<file path="src/mad_pkg.sv">
/*
  shared constants, field positions, enums and carriers for the memory
  access datagram codec. assumes a byte-wide datagram stream after the
  bus controller has stripped its own framing.
*/
package mad_pkg;
  // subfunction codes
  localparam logic [7:0] SUBFN_READ_REPLY = 8'h1f;
  localparam logic [7:0] SUBFN_WRITE = 8'h20;
  // length limits per datagram
  localparam logic [7:0] MAX_BYTE_LEN = 8'h80;
  localparam logic [7:0] MAX_WORD_LEN = 8'h40;
  // memory types with embedded names
  localparam logic [7:0] MTYPE_PROG = 8'h04;
  localparam logic [7:0] MTYPE_LOCAL = 8'h00;
  // byte positions inside the data field (TX_POS_LEN counts from the subfunction code), and the fifo depth
  localparam logic [4:0] POS_LEN_STD = 5'h05;
  localparam logic [4:0] POS_LEN_PROG = 5'h0d;
  localparam logic [4:0] POS_LEN_LOCAL = 5'h15;
  localparam logic [4:0] POS_PNAME = 5'h05;
  localparam logic [4:0] POS_BNAME = 5'h0d;
  localparam logic [2:0] TX_POS_LEN = 3'h6;
  localparam int FIFO_DEPTH = 32;

  typedef enum logic [1:0] {FMT_COMPUTER, FMT_ABSOLUTE, FMT_TYPED} mad_fmt_type;
  typedef enum logic [1:0] {UNIT_BYTE, UNIT_BIT, UNIT_WORD} mad_unit_type;

  typedef struct packed {
    logic last;
    logic [7:0] data;
  } mad_byte_type;

  typedef struct packed {
    mad_fmt_type fmt;
    mad_unit_type unit;
    logic [7:0] mem_type;
    logic [15:0] offset;
    logic [31:0] tag;
    logic [7:0] len;
    logic [63:0] pname;
    logic [63:0] bname;
  } mad_whdr_type;

  typedef struct packed {
    mad_fmt_type fmt;
    mad_unit_type unit;
    logic [31:0] tag;
    logic [7:0] len;
  } mad_rreq_type;

  // longest length field allowed for a format
  function automatic logic [7:0] max_len(mad_fmt_type fmt, logic [7:0] mtype,
                                         mad_unit_type unit);
    if (fmt == FMT_TYPED && (unit == UNIT_WORD || mtype == MTYPE_PROG ||
                             mtype == MTYPE_LOCAL))
      return MAX_WORD_LEN;
    return MAX_BYTE_LEN;
  endfunction

  // data bytes carried for a length in the given unit
  function automatic logic [8:0] data_bytes(mad_unit_type unit, logic [7:0] len,
                                            logic [2:0] start);
    logic [9:0] bits;
    bits = 10'(start) + 10'(len) + 10'h007;
    case (unit)
      UNIT_BIT: return bits[9:3] == 7'h00 ? 9'h000 : 9'(bits[9:3]);
      UNIT_WORD: return {len, 1'b0};
      default: return 9'(len);
    endcase
  endfunction
endpackage

</file>
<file path="src/mad_bitmask.sv">
/*
  per byte mask of the bit positions that a bit-mode access really covers.
  assumes a zero based bit offset and a length counted in bits.
*/
`timescale 1ns/1ns
module mad_bitmask (
  input wire logic en,
  input wire logic [2:0] start,
  input wire logic [7:0] len,
  input wire logic [7:0] idx,
  output logic [7:0] mask
);
  // one compare pair per bit of the data byte
  for (genvar b = 0; b < 8; b++) begin : g_bit
    logic [10:0] pos;
    assign pos = {idx, 3'(b)};
    assign mask[b] = !en || (pos >= 11'(start) && pos < 11'(start) + 11'(len));
  end
endmodule

</file>
<file path="src/mad_codec.sv">
/*
  memory access datagram codec, target side: parses write requests into a
  header and a buffered data stream, and builds read replies.
  assumes the bus controller delivers each datagram as subfunction code then
  data field bytes, with last on the final byte, and that the application
  fetches and services every write itself.
*/
// Operation
// - A computer target uses byte 0 reserved, bytes 1-4 free, byte 5 length up to 128.
// - A computer target needs no address; the four address bytes are handed out as a tag.
// - A read reply carries subfunction code 1f hex.
// - An absolute read reply has byte 0 zero, address LSB first, length up to 128, data at 6.
// - An absolute read reply copies bytes 1 to 5 from the request unchanged.
// - A typed read reply has byte 0 zero, type, zero, offset low then high, length.
// - A memory write request carries subfunction code 20 hex.
// - A plain typed write holds length in units, at most 128 bits, 128 bytes or 64 words.
// - A program write has type 4, name in 5-12, length up to 64 words in 13, data at 14.
// - A local block write has type 0, names in 5-12 and 13-20, length in 21, data at 22.
// - Bit mode reads return zero in unused bits and writes ignore unused bits.
// - Memory offsets count from zero.
`timescale 1ns/1ns
module mad_codec import mad_pkg::*; #(
  parameter int DEPTH = FIFO_DEPTH
) (
  input wire logic clk,
  input wire logic rst,
  input wire logic rx_valid,
  input wire mad_byte_type rx_byte,
  output logic rx_ready,
  input wire mad_fmt_type wr_fmt,
  input wire mad_unit_type wr_unit,
  output mad_whdr_type wr_hdr,
  output logic wr_hdr_valid,
  output logic wr_done,
  output logic wr_malformed,
  output logic wd_valid,
  output mad_byte_type wd_byte,
  input wire logic wd_ready,
  input wire logic rr_start,
  input wire mad_rreq_type rr_req,
  output logic rr_busy,
  output logic rr_refused,
  input wire logic rd_valid,
  input wire logic [7:0] rd_data,
  output logic rd_ready,
  output logic tx_valid,
  output mad_byte_type tx_byte,
  input wire logic tx_ready
);
  typedef enum logic [1:0] {RX_SUBFN, RX_HDR, RX_DATA, RX_DROP} mad_rx_type;
  typedef enum logic [1:0] {TX_IDLE, TX_HDR, TX_DATA} mad_tx_type;

  mad_rx_type rx_state, next_rx_state;
  logic [4:0] idx, next_idx;
  logic [8:0] remain, next_remain;
  logic [7:0] dpos, next_dpos;
  logic mine, next_mine, err, next_err;
  mad_whdr_type next_wr_hdr;
  logic next_hdr_valid, next_done, next_malformed;
  logic take, push, exceed;
  logic [4:0] len_pos;
  logic [7:0] rmask;
  mad_byte_type push_word;

  // data bytes of a write wait here until the application takes them
  mad_fifo #(
    .WIDTH($bits(mad_byte_type)),
    .DEPTH(DEPTH)
  ) u_fifo (
    .clk(clk),
    .rst(rst),
    .in_valid(push),
    .in_data(push_word),
    .in_ready(rx_ready),
    .out_valid(wd_valid),
    .out_data(wd_byte),
    .out_ready(wd_ready)
  );

  mad_bitmask u_rx_mask (
    .en(wr_hdr.unit == UNIT_BIT),
    .start(wr_hdr.offset[2:0]),
    .len(wr_hdr.len),
    .idx(dpos),
    .mask(rmask)
  );

  // where the length byte sits for the captured format
  always_comb begin
    len_pos = POS_LEN_STD;
    if (wr_hdr.fmt == FMT_TYPED && wr_hdr.mem_type == MTYPE_PROG) begin
      len_pos = POS_LEN_PROG;
    end else if (wr_hdr.fmt == FMT_TYPED && wr_hdr.mem_type == MTYPE_LOCAL) begin
      len_pos = POS_LEN_LOCAL;
    end
  end

  // write request parser
  always_comb begin
    logic [4:0] k;
    k = 5'h00;
    take = rx_valid && rx_ready;
    next_rx_state = rx_state;
    next_idx = idx;
    next_remain = remain;
    next_dpos = dpos;
    next_mine = mine;
    next_err = err;
    next_wr_hdr = wr_hdr;
    next_hdr_valid = 1'b0;
    next_done = 1'b0;
    next_malformed = 1'b0;
    exceed = rx_byte.data > max_len(wr_hdr.fmt, wr_hdr.mem_type, wr_hdr.unit);
    push = 1'b0;
    push_word.data = rx_byte.data & rmask;
    push_word.last = rx_byte.last || remain == 9'h001;
    case (rx_state)
      RX_SUBFN: begin
        if (take && !rx_byte.last) begin
          next_idx = 5'h00;
          next_err = 1'b0;
          next_dpos = 8'h00;
          next_mine = rx_byte.data == SUBFN_WRITE;
          next_rx_state = next_mine ? RX_HDR : RX_DROP;
          next_wr_hdr = '0;
          next_wr_hdr.fmt = wr_fmt;
          next_wr_hdr.unit = wr_fmt == FMT_TYPED ? wr_unit : UNIT_BYTE;
        end
      end
      RX_HDR: begin
        if (take) begin
          next_idx = idx + 5'h01;
          case (idx)
            5'h01: begin
              next_wr_hdr.tag[7:0] = rx_byte.data;
              next_wr_hdr.mem_type = rx_byte.data;
              if (wr_hdr.fmt == FMT_TYPED &&
                  (rx_byte.data == MTYPE_PROG || rx_byte.data == MTYPE_LOCAL)) begin
                next_wr_hdr.unit = UNIT_WORD;
              end
            end
            5'h02: next_wr_hdr.tag[15:8] = rx_byte.data;
            5'h03: begin
              next_wr_hdr.tag[23:16] = rx_byte.data;
              next_wr_hdr.offset[7:0] = rx_byte.data;
            end
            5'h04: begin
              next_wr_hdr.tag[31:24] = rx_byte.data;
              next_wr_hdr.offset[15:8] = rx_byte.data;
            end
            default: begin
              if (idx < len_pos && idx < POS_BNAME) begin
                k = idx - POS_PNAME;
                next_wr_hdr.pname[k[2:0]*8 +: 8] = rx_byte.data;
              end else if (idx < len_pos) begin
                k = idx - POS_BNAME;
                next_wr_hdr.bname[k[2:0]*8 +: 8] = rx_byte.data;
              end
            end
          endcase
          if (idx == len_pos) begin
            next_wr_hdr.len = rx_byte.data;
            next_remain = data_bytes(wr_hdr.unit, rx_byte.data, wr_hdr.offset[2:0]);
            if (exceed) begin
              next_err = 1'b1;
              next_rx_state = RX_DROP;
            end else begin
              next_hdr_valid = 1'b1;
              next_rx_state = next_remain == 9'h000 ? RX_DROP : RX_DATA;
            end
          end
        end
      end
      RX_DATA: begin
        if (take) begin
          push = 1'b1;
          next_remain = remain - 9'h001;
          next_dpos = dpos + 8'h01;
          if (remain == 9'h001) begin
            next_rx_state = RX_DROP;
          end
        end
      end
      RX_DROP: begin
        if (take && mine) begin
          next_err = 1'b1; // bytes past the counted data
        end
      end
      default: next_rx_state = RX_SUBFN;
    endcase
    // frame end: complete only if the data ran out exactly here
    if (take && rx_byte.last && rx_state != RX_SUBFN) begin
      next_rx_state = RX_SUBFN;
      if (mine) begin
        next_done = (rx_state == RX_DATA && remain == 9'h001 && !next_err) ||
                    (rx_state == RX_HDR && idx == len_pos && !exceed &&
                     next_remain == 9'h000);
        next_malformed = !next_done;
      end
      next_mine = 1'b0;
    end
  end

  always_ff @(posedge clk) begin
    if (rst) begin
      rx_state <= RX_SUBFN;
      idx <= 5'h00;
      remain <= 9'h000;
      dpos <= 8'h00;
      mine <= 1'b0;
      err <= 1'b0;
      wr_hdr <= '0;
      wr_hdr_valid <= 1'b0;
      wr_done <= 1'b0;
      wr_malformed <= 1'b0;
    end else begin
      rx_state <= next_rx_state;
      idx <= next_idx;
      remain <= next_remain;
      dpos <= next_dpos;
      mine <= next_mine;
      err <= next_err;
      wr_hdr <= next_wr_hdr;
      wr_hdr_valid <= next_hdr_valid;
      wr_done <= next_done;
      wr_malformed <= next_malformed;
    end
  end

  mad_tx_type tx_state, next_tx_state;
  mad_rreq_type req, next_req;
  logic [2:0] tidx, next_tidx;
  logic [8:0] tcnt, next_tcnt;
  logic [7:0] tpos, next_tpos, tmask;
  logic next_tx_valid, next_rd_ready, next_busy, next_refused, slot;
  mad_byte_type next_tx_byte;

  mad_bitmask u_tx_mask (
    .en(req.unit == UNIT_BIT),
    .start(req.tag[18:16]),
    .len(req.len),
    .idx(tpos),
    .mask(tmask)
  );

  // read reply builder
  always_comb begin
    slot = !tx_valid || tx_ready;
    next_tx_state = tx_state;
    next_req = req;
    next_tidx = tidx;
    next_tcnt = tcnt;
    next_tpos = tpos;
    next_refused = 1'b0;
    next_tx_valid = tx_valid && !tx_ready;
    next_tx_byte = tx_byte;
    case (tx_state)
      TX_IDLE: begin
        if (rr_start) begin
          if (rr_req.len > max_len(rr_req.fmt, rr_req.tag[7:0], rr_req.unit)) begin
            next_refused = 1'b1;
          end else begin
            next_req = rr_req;
            next_tidx = 3'h0;
            next_tpos = 8'h00;
            next_tx_state = TX_HDR;
          end
        end
      end
      TX_HDR: begin
        if (slot) begin
          next_tx_valid = 1'b1;
          next_tx_byte.last = 1'b0;
          next_tidx = tidx + 3'h1;
          case (tidx)
            3'h0: next_tx_byte.data = SUBFN_READ_REPLY;
            3'h1: next_tx_byte.data = 8'h00;
            3'h2: next_tx_byte.data = req.tag[7:0];
            3'h3: next_tx_byte.data = req.fmt == FMT_TYPED ? 8'h00 : req.tag[15:8];
            3'h4: next_tx_byte.data = req.tag[23:16];
            3'h5: next_tx_byte.data = req.tag[31:24];
            default: next_tx_byte.data = req.len;
          endcase
          if (tidx == TX_POS_LEN) begin
            next_tcnt = data_bytes(req.unit, req.len, req.tag[18:16]);
            next_tx_byte.last = next_tcnt == 9'h000;
            next_tx_state = next_tcnt == 9'h000 ? TX_IDLE : TX_DATA;
          end
        end
      end
      TX_DATA: begin
        if (rd_valid && rd_ready) begin
          next_tx_valid = 1'b1;
          next_tx_byte.data = rd_data & tmask;
          next_tx_byte.last = tcnt == 9'h001;
          next_tcnt = tcnt - 9'h001;
          next_tpos = tpos + 8'h01;
          if (tcnt == 9'h001) begin
            next_tx_state = TX_IDLE;
          end
        end
      end
      default: next_tx_state = TX_IDLE;
    endcase
    // application data is taken only into an empty output stage
    next_rd_ready = next_tx_state == TX_DATA && !next_tx_valid;
    next_busy = next_tx_state != TX_IDLE || next_tx_valid;
  end

  always_ff @(posedge clk) begin
    if (rst) begin
      tx_state <= TX_IDLE;
      req <= '0;
      tidx <= 3'h0;
      tcnt <= 9'h000;
      tpos <= 8'h00;
      tx_valid <= 1'b0;
      tx_byte <= '0;
      rd_ready <= 1'b0;
      rr_busy <= 1'b0;
      rr_refused <= 1'b0;
    end else begin
      tx_state <= next_tx_state;
      req <= next_req;
      tidx <= next_tidx;
      tcnt <= next_tcnt;
      tpos <= next_tpos;
      tx_valid <= next_tx_valid;
      tx_byte <= next_tx_byte;
      rd_ready <= next_rd_ready;
      rr_busy <= next_busy;
      rr_refused <= next_refused;
    end
  end

  // checks beside the logic they guard
  property p_reply_code;
    @(posedge clk) disable iff (rst)
    (tx_state == TX_HDR && tidx == 3'h0 && slot) |=> tx_valid && tx_byte.data == 8'h1f;
  endproperty
  a_reply_code: assert property (p_reply_code) else $error("reply code wrong");

  property p_zero_byte0;
    @(posedge clk) disable iff (rst)
    (tx_state == TX_HDR && tidx == 3'h1 && slot) |=> tx_byte.data == 8'h00;
  endproperty
  a_zero_byte0: assert property (p_zero_byte0) else $error("reply byte 0 not zero");

  property p_copy_addr;
    @(posedge clk) disable iff (rst)
    (tx_state == TX_HDR && tidx == 3'h5 && slot) |=> tx_byte.data == $past(req.tag[31:24]);
  endproperty
  a_copy_addr: assert property (p_copy_addr) else $error("address byte not copied");

  property p_typed_zero;
    @(posedge clk) disable iff (rst)
    (tx_state == TX_HDR && tidx == 3'h3 && slot && req.fmt == FMT_TYPED)
      |=> tx_byte.data == 8'h00;
  endproperty
  a_typed_zero: assert property (p_typed_zero) else $error("typed byte 2 not zero");

  property p_refuse_long;
    @(posedge clk) disable iff (rst)
    (tx_state == TX_IDLE && rr_start && rr_req.fmt == FMT_COMPUTER && rr_req.len > 8'h80)
      |=> rr_refused && !rr_busy ##1 !tx_valid;
  endproperty
  a_refuse_long: assert property (p_refuse_long) else $error("long reply not refused");

  property p_write_code;
    @(posedge clk) disable iff (rst)
    (rx_state == RX_SUBFN && take && !rx_byte.last && rx_byte.data != 8'h20)
      |=> rx_state == RX_DROP && !wr_hdr_valid;
  endproperty
  a_write_code: assert property (p_write_code) else $error("foreign code parsed");

  property p_no_process;
    @(posedge clk) disable iff (rst)
    (rx_state == RX_HDR && take && idx == len_pos && exceed && !rx_byte.last)
      |=> !wr_hdr_valid && rx_state != RX_DATA ##1 rx_state != RX_DATA;
  endproperty
  a_no_process: assert property (p_no_process) else $error("oversize write processed");

  property p_prog_len;
    @(posedge clk) disable iff (rst)
    (rx_state == RX_HDR && take && idx == 5'h0d && wr_hdr.fmt == FMT_TYPED &&
     wr_hdr.mem_type == 8'h04 && rx_byte.data <= 8'h40)
      |=> wr_hdr_valid && wr_hdr.len == $past(rx_byte.data);
  endproperty
  a_prog_len: assert property (p_prog_len) else $error("program length misplaced");

  property p_local_len;
    @(posedge clk) disable iff (rst)
    (rx_state == RX_HDR && take && idx == 5'h0d && wr_hdr.fmt == FMT_TYPED &&
     wr_hdr.mem_type == 8'h00) |=> !wr_hdr_valid && wr_hdr.bname[7:0] == $past(rx_byte.data);
  endproperty
  a_local_len: assert property (p_local_len) else $error("block name misplaced");
endmodule

</file>
<file path="src/mad_fifo.sv">
/*
  synchronous fifo with registered read data and valid/ready on both sides.
  assumes one clock and a synchronous active high reset.
*/
`timescale 1ns/1ns
module mad_fifo #(
  parameter int WIDTH = 9,
  parameter int DEPTH = 32
) (
  input wire logic clk,
  input wire logic rst,
  input wire logic in_valid,
  input wire logic [WIDTH-1:0] in_data,
  output logic in_ready,
  output logic out_valid,
  output logic [WIDTH-1:0] out_data,
  input wire logic out_ready
);
  localparam int AW = $clog2(DEPTH);

  if (DEPTH < 2 || (DEPTH & (DEPTH - 1)) != 0) begin : g_check
    $error("mad_fifo DEPTH must be a power of two of at least 2");
  end

  logic [WIDTH-1:0] mem [DEPTH];
  logic [AW-1:0] wp, rp, next_wp, next_rp;
  logic [AW:0] cnt, next_cnt;
  logic next_in_ready, next_out_valid, push, pop;
  logic [WIDTH-1:0] next_out_data;

  // pointers, fill count and output stage
  always_comb begin
    push = in_valid && in_ready;
    pop = (cnt != '0) && (!out_valid || out_ready);
    next_wp = wp + AW'(push);
    next_rp = rp + AW'(pop);
    next_cnt = cnt + (AW+1)'(push) - (AW+1)'(pop);
    next_in_ready = next_cnt < (AW+1)'(DEPTH); // honest full
    next_out_data = pop ? mem[rp] : out_data;
    next_out_valid = pop ? 1'b1 : (out_ready ? 1'b0 : out_valid);
  end

  always_ff @(posedge clk) begin
    if (rst) begin
      wp <= '0;
      rp <= '0;
      cnt <= '0;
      in_ready <= 1'b0;
      out_valid <= 1'b0;
      out_data <= '0;
    end else begin
      wp <= next_wp;
      rp <= next_rp;
      cnt <= next_cnt;
      in_ready <= next_in_ready;
      out_valid <= next_out_valid;
      out_data <= next_out_data;
    end
  end

  // storage array
  always_ff @(posedge clk) begin
    if (push) begin
      mem[wp] <= in_data;
    end
  end
endmodule

</file>
<file path="config.mk">
export PLATFORM = sky130hd
export DESIGN_NAME = mad_codec
export DESIGN_NICKNAME = d
export VERILOG_FILES = /design/src/mad_pkg.sv /design/src/mad_bitmask.sv /design/src/mad_codec.sv /design/src/mad_fifo.sv
export SDC_FILE = /design/constraint.sdc
export NUM_CORES = 1
export LEC_CHECK = 0
export ABC_CLOCK_PERIOD_IN_PS = 9100
export BUFFER_PORTS_ARGS = -buffer_cell sky130_fd_sc_hd__buf_2
export CAP_MARGIN = 20
export CORE_UTILIZATION = 30
export CTS_CLUSTER_DIAMETER = 30
export DETAILED_ROUTE_END_ITERATION = 7
export MAX_ROUTING_LAYER = met4
export PLACE_DENSITY_LB_ADDON = 0.25
export SETUP_SLACK_MARGIN = 0.15
export SYNTH_ARGS = -nofsm -noshare
export SYNTH_HDL_FRONTEND = slang
export SYNTH_SLANG_ARGS = --single-unit
</file>
<file path="constraint.sdc">
create_clock -name clk -period 9.1 [get_ports clk]
set_clock_uncertainty 0.05 [all_clocks]
set_input_delay 0.455 -clock clk [delete_from_list [all_inputs] [get_ports clk]]
set_output_delay 0.455 -clock clk [all_outputs]
set_load 0.02 [all_outputs]
</file>
==> flow_metrics.py, run 1 <==
metrics = {
    "synthesis": {
        "synth_top_area_share_pct": 32.6,
        "synthArstFlopShare_pct": 0,
        "synth_cell_types": 95,
        "yosysTopAreaCell": "edfxtp_1",
        "syn_avg_cell_area_um2": 11.2,
        "yosysWarningCount": 0,
        "syn_inst": 2362,
        "synth_nets": 2519,
        "synth_seq_cells": 595,
        "netlist_area_mm2": 0.0265,
        "synth-main-ff-cell": "dfxtp_1",
        "ys_seq_area_share_pct": 55.8,
        "synth_edf_count": 288,
        "synth_area_leaders": "edfxtp_1, dfxtp_1, mux4_2",
    },
    "setup_path": {
        "slowest_stage": "nor4_1",
        "path_max_fanout": 6,
        "end_kind": "flop",
        "r2r-start": "wr_hdr[191]",
        "path_common_cell": "nor4_1",
        "arrival_ps": 4430,
        "slowest_delay_ps": 480,
        "crit_chain": "nor4_1 > nand2_1 > nor4_1 > nand2b_1 > ha_1 > nand4_2 > a2bb2oi_1 > a211oi_1 > nand4_1 > a2111o_1 > o31ai_2 > nor2b_1",
        "r2r_slack_ps": 5220,
        "timing.rr.end": "wr_done",
        "start_kind": "flop",
        "cp_top_family": "simple AND/OR/NAND/NOR gates",
        "criticalPathCategory": "reg2reg",
        "ff2ff_path_depth": 12,
        "worstPathRequired_ps": 9650,
        "critPathBufInv": 0,
    },
    "sta": {
        "worstMarginPinSlew_ps": 1100,
        "hold_ws_ps": 60.9,
        "hold_viol_final": 0,
        "slew_headroom_pct": 26.7,
        "max_freq_mhz": 257,
        "post-route-period-util_pct": 42.7,
        "period_minus_slack_ps": 3880,
        "finalSetupViolCount": 0,
        "setup_tns_ps": 0,
        "rsz0062_at_grt": "false",
        "finalMaxSlewViolations": 0,
        "fin_ws_ps": 5220,
    },
    "cells_and_area": {
        "antennaDiodeCount": 0,
        "drive_gt1_share_pct": 24.5,
        "mostFrequentLayoutCells": "nor2_1, dfxtp_1, buf_2",
        "ff_latch_area_mm2": 0.0148,
        "nets": 2859,
        "layout_commonest_cell": "nor2_1",
        "fin_util_pct": 38.9,
        "multiInputGateArea_mm2": 0.0108,
        "nFillCells": 8396,
        "syn2layout_area_growth_pct": 27.9,
    },
    "grt": {
        "overflow": 0,
        "antenna_found_initial": 0,
        "grt_pass1_vias": 20200,
        "grt_max_degree": 128,
        "grt_pass1_wl_um": 121000,
        "grt_usage_pct": 17.9,
    },
    "job": {
        "drv_cap": 0,
    },
    "floorplan": {
        "row_count": 108,
        "start_util_pct": 30.4,
        "die_x_um": 299,
        "die-area_mm2": 0.0896,
        "die_y_um": 299,
        "pin_count": 295,
        "core_area_mm2": 0.0872,
    },
    "clock_network": {
        "clk_latency_ps": 680,
        "root_buffer": "clkbuf_16",
        "cts_resized": 0,
        "clk_path_buf_depth": 3,
        "cts_tree": "built",
        "numCtsBuffers": 120,
        "clk_pin_slew_ps": 40,
        "cts.sinks": 595,
        "htreeDepth": 3,
    },
    "place": {
        "pre_cts_slack_ps": 4870,
        "dp_hpwl_um": 53300,
        "io_buffers": 294,
        "place_congestion": 0.873,
    },
    "detailed_routing": {
        "drtIter0Drc": 1732,
        "post_drt_wl_per_cell_um": 20.0,
        "vias_per_cell": 5.13,
        "antenna_left": 0,
        "routed_wl_um": 79300,
        "num_vias": 20300,
        "first_pass_iters": 6,
        "post-route-drc-count": 0,
    },
    "worst_hold_path": {
        "hold_path.class": "in2reg",
        "hold_start": "rr_req[7]",
        "hold_depth": 3,
        "whs_endpoint": "req[7]",
    },
    "power_and_ir_drop": {
        "power.density_mw_per_mm2": 267,
        "vdd_ir_drop_max_mv": 0.161,
        "p_leak_nw": 12.7,
        "power_w": 0.00905,
    },
    "outcome": {
        "status": "finished, final reports clean",
    },
}
## what timing repair did
item                                   CTS  global route
endpoints found under the hold margin   44             0
buffers inserted                         0             0
hold buffers                            44             0
## metal layers
| metal | GRT usage [%] | wire length (µm) | up-vias |
|---|---|---|---|
| met2 | 28.3 | 37600 | 653 |
| li1 | - | - | 9374 |
| met5 | - | 0 | - |
| met3 | 3.20 | 4200 | 150 |
| met4 | 5.87 | 2040 | 0 |
| met1 | 23.2 | 35500 | 10100 |
## cell families (layout without fill, tap and decap cells)
logic type,Yosys count,after routing,synth area share [%]
AO/OA/AOI/OAI,461,461,11.6
XOR/XNOR,45,45,1.51
adder cells (fa/ha/maj),85,85,4.09
buffers and inverters,224,667,3.62
flip-flops,595,595,55.8
multiplexers,133,133,9.27
AND/OR/NAND/NOR,819,819,14.1
## synthesized netlist by cell type (20+ instances only)
cell      instances
a21oi_1         135
edfxtp_1        288
nand2_1         212
nand3_1          56
o21ai_0          45
inv_1            67
clkbuf_1        110
nor2b_1          31
a31oi_1          36
nand4_1          21
mux2i_1          41
dfxtp_1         307
nor3_1           23
ha_1             82
a22oi_1         117
nor2_1          349
nor4_1           20
buf_4            26
xor2_1           27
mux4_2           90
## stage by stage
| stage | std cells | instance area (µm²) |
|---|---|---|
| floorplan | 2362 | 26500 |
| global placement | 3677 | 29000 |
| detailed placement | 3681 | 29000 |
| CTS | 3950 | 33800 |
| global route | 3960 | 33900 |
| finish | 3960 | 33900 |
## tightest hold or removal path, stage by stage
cell and delay (ps):
buf_2 120, nand2_1 70, a21oi_1 60
## how the worst max path moves through the flow
stage                startpoint          endpoint  cells after the start
floorplan           wr_hdr[169]  u_fifo.mem[0][3]                     11
global route        wr_hdr[191]       wr_hdr[101]                     13
global placement     rr_req[12]           tpos[7]                     13
CTS                 wr_hdr[169]  u_fifo.mem[3][4]                     11
detailed placement   rr_req[12]           tpos[7]                     13
finish              wr_hdr[191]           wr_done                     12
## flip-flops by register name (all words and copies together) (netlist names), 2 cells and up
register,cells
dpos,8
idx,5
remain,9
req,44
rx_state,2
tcnt,9
tidx,3
tpos,8
tx_byte,9
tx_state,2
u_fifo.cnt,6
u_fifo.mem,288
u_fifo.out_data,9
u_fifo.rp,5
u_fifo.wp,5
wr_hdr,172
## cell type report
cell class                 count  share of cell area, %
tap                         1155                   4.26
timing repair buffer         374                   6.67
inverter                      68                  0.752
clock buffer                 140                   9.46
sequential                   595                   43.6
multi-input combinational   1543                   31.8
clock inverter                85                   3.41
## where the power goes
| group | total [W] | internal, W | switching, W |
|---|---|---|---|
| Sequential | 0.00298 | 0.00289 | 0.0000910 |
| Clock | 0.00464 | 0.00313 | 0.00151 |
| Combinational | 0.00144 | 0.000601 | 0.000836 |
(Power assumes the default switching activity.)
==> inputs of run 2 (changes only) <==
ABC_AREA = 1   (was unset)
ABC_CLOCK_PERIOD_IN_PS = 3580   (was 9100)
clock period = 3.58 ns   (was 9.1 ns; I/O delays follow)
==> run 2 against run 1 <==
The flow now finishes with violations (design-rule violations). Via count up 17%. Flip-flop and latch count did not move. Combinational power rose to 4.0 times the previous value. Largest cell class unchanged. Highest routed layer unchanged.
==> flow_metrics.py, run 2 <==
metrics = {
    "clock_network": {
        "numCtsBuffers": 145,
        "htreeDepth": 4,
        "cts.sinks": 595,
        "root_buffer": "clkbuf_16",
        "cts_tree": "built",
        "clk_pin_slew_ps": 40,
        "clk_latency_ps": 700,
        "clk_path_buf_depth": 3,
    },
    "sta": {
        "fin_ws_ps": 289,
        "finalMaxSlewViolations": 0,
        "max_freq_mhz": 304,
        "hold_ws_ps": 204,
        "finalSetupViolCount": 0,
        "hold_viol_final": 0,
        "worstMarginPinSlew_ps": 950,
        "slew_headroom_pct": 36.6,
        "rsz0062_at_grt": "true",
        "period_minus_slack_ps": 3290,
        "post-route-period-util_pct": 91.9,
    },
    "cells_and_area": {
        "top_register": "u_fifo.mem",
        "mostFrequentLayoutCells": "nand2_1, nor2_1, dfxtp_1",
        "largest_reg_flops": 288,
        "fin_util_pct": 40.6,
        "top_regs": "u_fifo.mem: 288 flops, wr_hdr: 172 flops, req: 44 flops",
        "nets": 3693,
        "layout_commonest_cell": "nand2_1",
        "drive_gt1_share_pct": 19.6,
        "syn2layout_area_growth_pct": 33.6,
    },
    "setup_path": {
        "path_max_fanout": 16,
        "ff2ff_path_depth": 15,
        "end_kind": "flop",
        "crit_cells": 15,
        "r2r-start": "wr_hdr[128]",
        "critPathBufInv": 5,
        "slowest_stage": "fa_2",
        "arrival_ps": 3680,
        "r2r_slack_ps": 290,
        "worstPathRequired_ps": 3970,
        "cp_top_family": "adder cells",
        "criticalPathCategory": "reg2reg",
        "slowest_delay_ps": 360,
        "crit_chain": "ha_1 > fa_2 > nand2_1 > a21boi_2 > buf_4 > xor2_1 > ha_1 > buf_4 > inv_1 > nor4_4 > inv_1 > or2_4 > o221ai_4 > a21oi_4 > buf_12",
        "timing.rr.end": "u_fifo.mem[26][4]",
        "start_kind": "flop",
    },
    "detailed_routing": {
        "post-route-drc-count": 10,
        "num_vias": 23800,
        "drtIter0Drc": 1954,
        "routed_wl_um": 90000,
        "vias_per_cell": 4.93,
        "antenna_left": 0,
        "post_drt_wl_per_cell_um": 18.7,
        "first_pass_iters": 7,
    },
    "floorplan": {
        "pin_count": 295,
        "die_y_um": 302,
        "core_area_mm2": 0.0888,
        "row_count": 109,
        "start_util_pct": 30.4,
        "die-area_mm2": 0.0912,
        "die_x_um": 302,
    },
    "synthesis": {
        "synth_top_area_share_pct": 32.0,
        "synth_area_leaders": "edfxtp_1, dfxtp_1, nand2_1",
        "syn_inst": 3070,
        "synth_cell_types": 57,
        "ys_seq_area_share_pct": 54.8,
        "netlist_area_mm2": 0.0270,
        "syn_avg_cell_area_um2": 8.79,
        "yosysMostFrequentCell": "nand2_1",
        "synth_seq_cells": 595,
        "synthTopCellsByCount": "nand2_1, nor2_1, dfxtp_1, o21ai_0, edfxtp_1",
        "synthArstFlopShare_pct": 0,
        "yosysTopAreaCell": "edfxtp_1",
        "synth-main-ff-cell": "dfxtp_1",
        "synth_edf_count": 288,
        "yosysWarningCount": 0,
        "synth_nets": 3227,
    },
    "power_and_ir_drop": {
        "power.density_mw_per_mm2": 745,
        "power_w": 0.0269,
        "vdd_ir_drop_max_mv": 0.460,
        "p_leak_nw": 14.3,
    },
    "grt": {
        "antenna_found_initial": 3,
        "grt_pass1_wl_um": 136000,
        "grt_max_degree": 146,
        "overflow": 0,
        "grt_pass1_vias": 22700,
        "grt_usage_pct": 20.0,
    },
    "outcome": {
        "violations": "design-rule violations",
        "status": "finished with violations",
    },
    "place": {
        "io_buffers": 294,
        "place_congestion": 0.859,
        "pre_cts_slack_ps": -192,
        "dp_hpwl_um": 58300,
    },
    "worst_hold_path": {
        "hold_start": "rr_req[21]",
        "whs_endpoint": "req[21]",
        "hold_depth": 4,
        "hold_path.class": "in2reg",
    },
    "job": {
        "drv_cap": 0,
    },
}
-- run 2: changes by cell type in the layout (fill, tap and decap cells not counted), moves of 40 or more --
cell / delta
inv_1: +155
a22oi_1: -114
nor2_1: +70
mux2i_1: -41
nor3_1: +40
o21ai_0: +244
a21oi_1: +141
buf_4: +67
nand3_1: +59
o22ai_1: +44
mux4_2: -90
nand2_1: +333
-- run 2: cell type report --
class	instances	area, µm²
antenna	1	2.50
sequential	595	14800
inverter	242	926
clock buffer	177	3880
timing repair buffer	474	3200
tap	1165	1460
clock inverter	87	1100
multi-input combinational	2078	10700
fill	8801	52700
-- run 2: what timing repair did --
action	CTS	global route
hold buffers	74	0
hold endpoints to repair	138	0
gates resized for setup	12	9
endpoints found under the setup margin	192	231
buffers inserted	10	2
pin swaps	8	2
cloned	4	0
-- run 2: cells by family after synthesis --
group           count (synthesis)  share of synthesized area, %
simple gates                 1223                          18.8
compound gates                746                          15.4
flops                         595                          54.8
buf+inv                       401                          6.34
fa+ha+maj                      85                          4.02
xor+xnor                       20                         0.649
-- run 2: power breakdown --
part	internal, W	switching, W	total, W	leakage (nW)
combinational	0.00174	0.00409	0.00583	6.79
sequential	0.00749	0.000242	0.00773	5.08
clock	0.00918	0.00411	0.0133	2.39
total	0.0184	0.00844	0.0269	14.3
-- run 2: worst min-delay path, cell delays in order --
cell           delay (ps)
dlygate4sd3_1         510
buf_2                  90
o21ai_0                70
nor2_1                 70
-- run 2: worst max path at each step --
| stage | start | to | slack (ps) |
|---|---|---|---|
| after floorplan | wr_hdr[128] | u_fifo.mem[0][7] | 170 |
| after global placement | wr_hdr[128] | u_fifo.mem[9][6] | -170 |
| after detailed placement | wr_hdr[128] | u_fifo.mem[26][4] | -190 |
| after CTS | wr_hdr[128] | u_fifo.mem[19][0] | 190 |
| after global routing | wr_hdr[128] | u_fifo.mem[26][4] | 130 |
| final | wr_hdr[128] | u_fifo.mem[26][4] | 290 |
-- run 2: per-stage QoR --
step,instance area [µm²],TNS [ps],cells
after floorplan,27000,0,3070
after global placement,30000,-17380,4463
after detailed placement,30000,-21000,4463
after CTS,36000,0,4815
after global routing,36000,0,4818
final,36000,0,4819
-- run 2: layer usage --
layer	GRT usage (%)	wire [µm]	up-vias
met5	-	0	-
met4	7.28	2530	0
met3	4.17	6030	174
met2	29.4	40100	784
met1	27.2	41300	11300
li1	-	-	11600
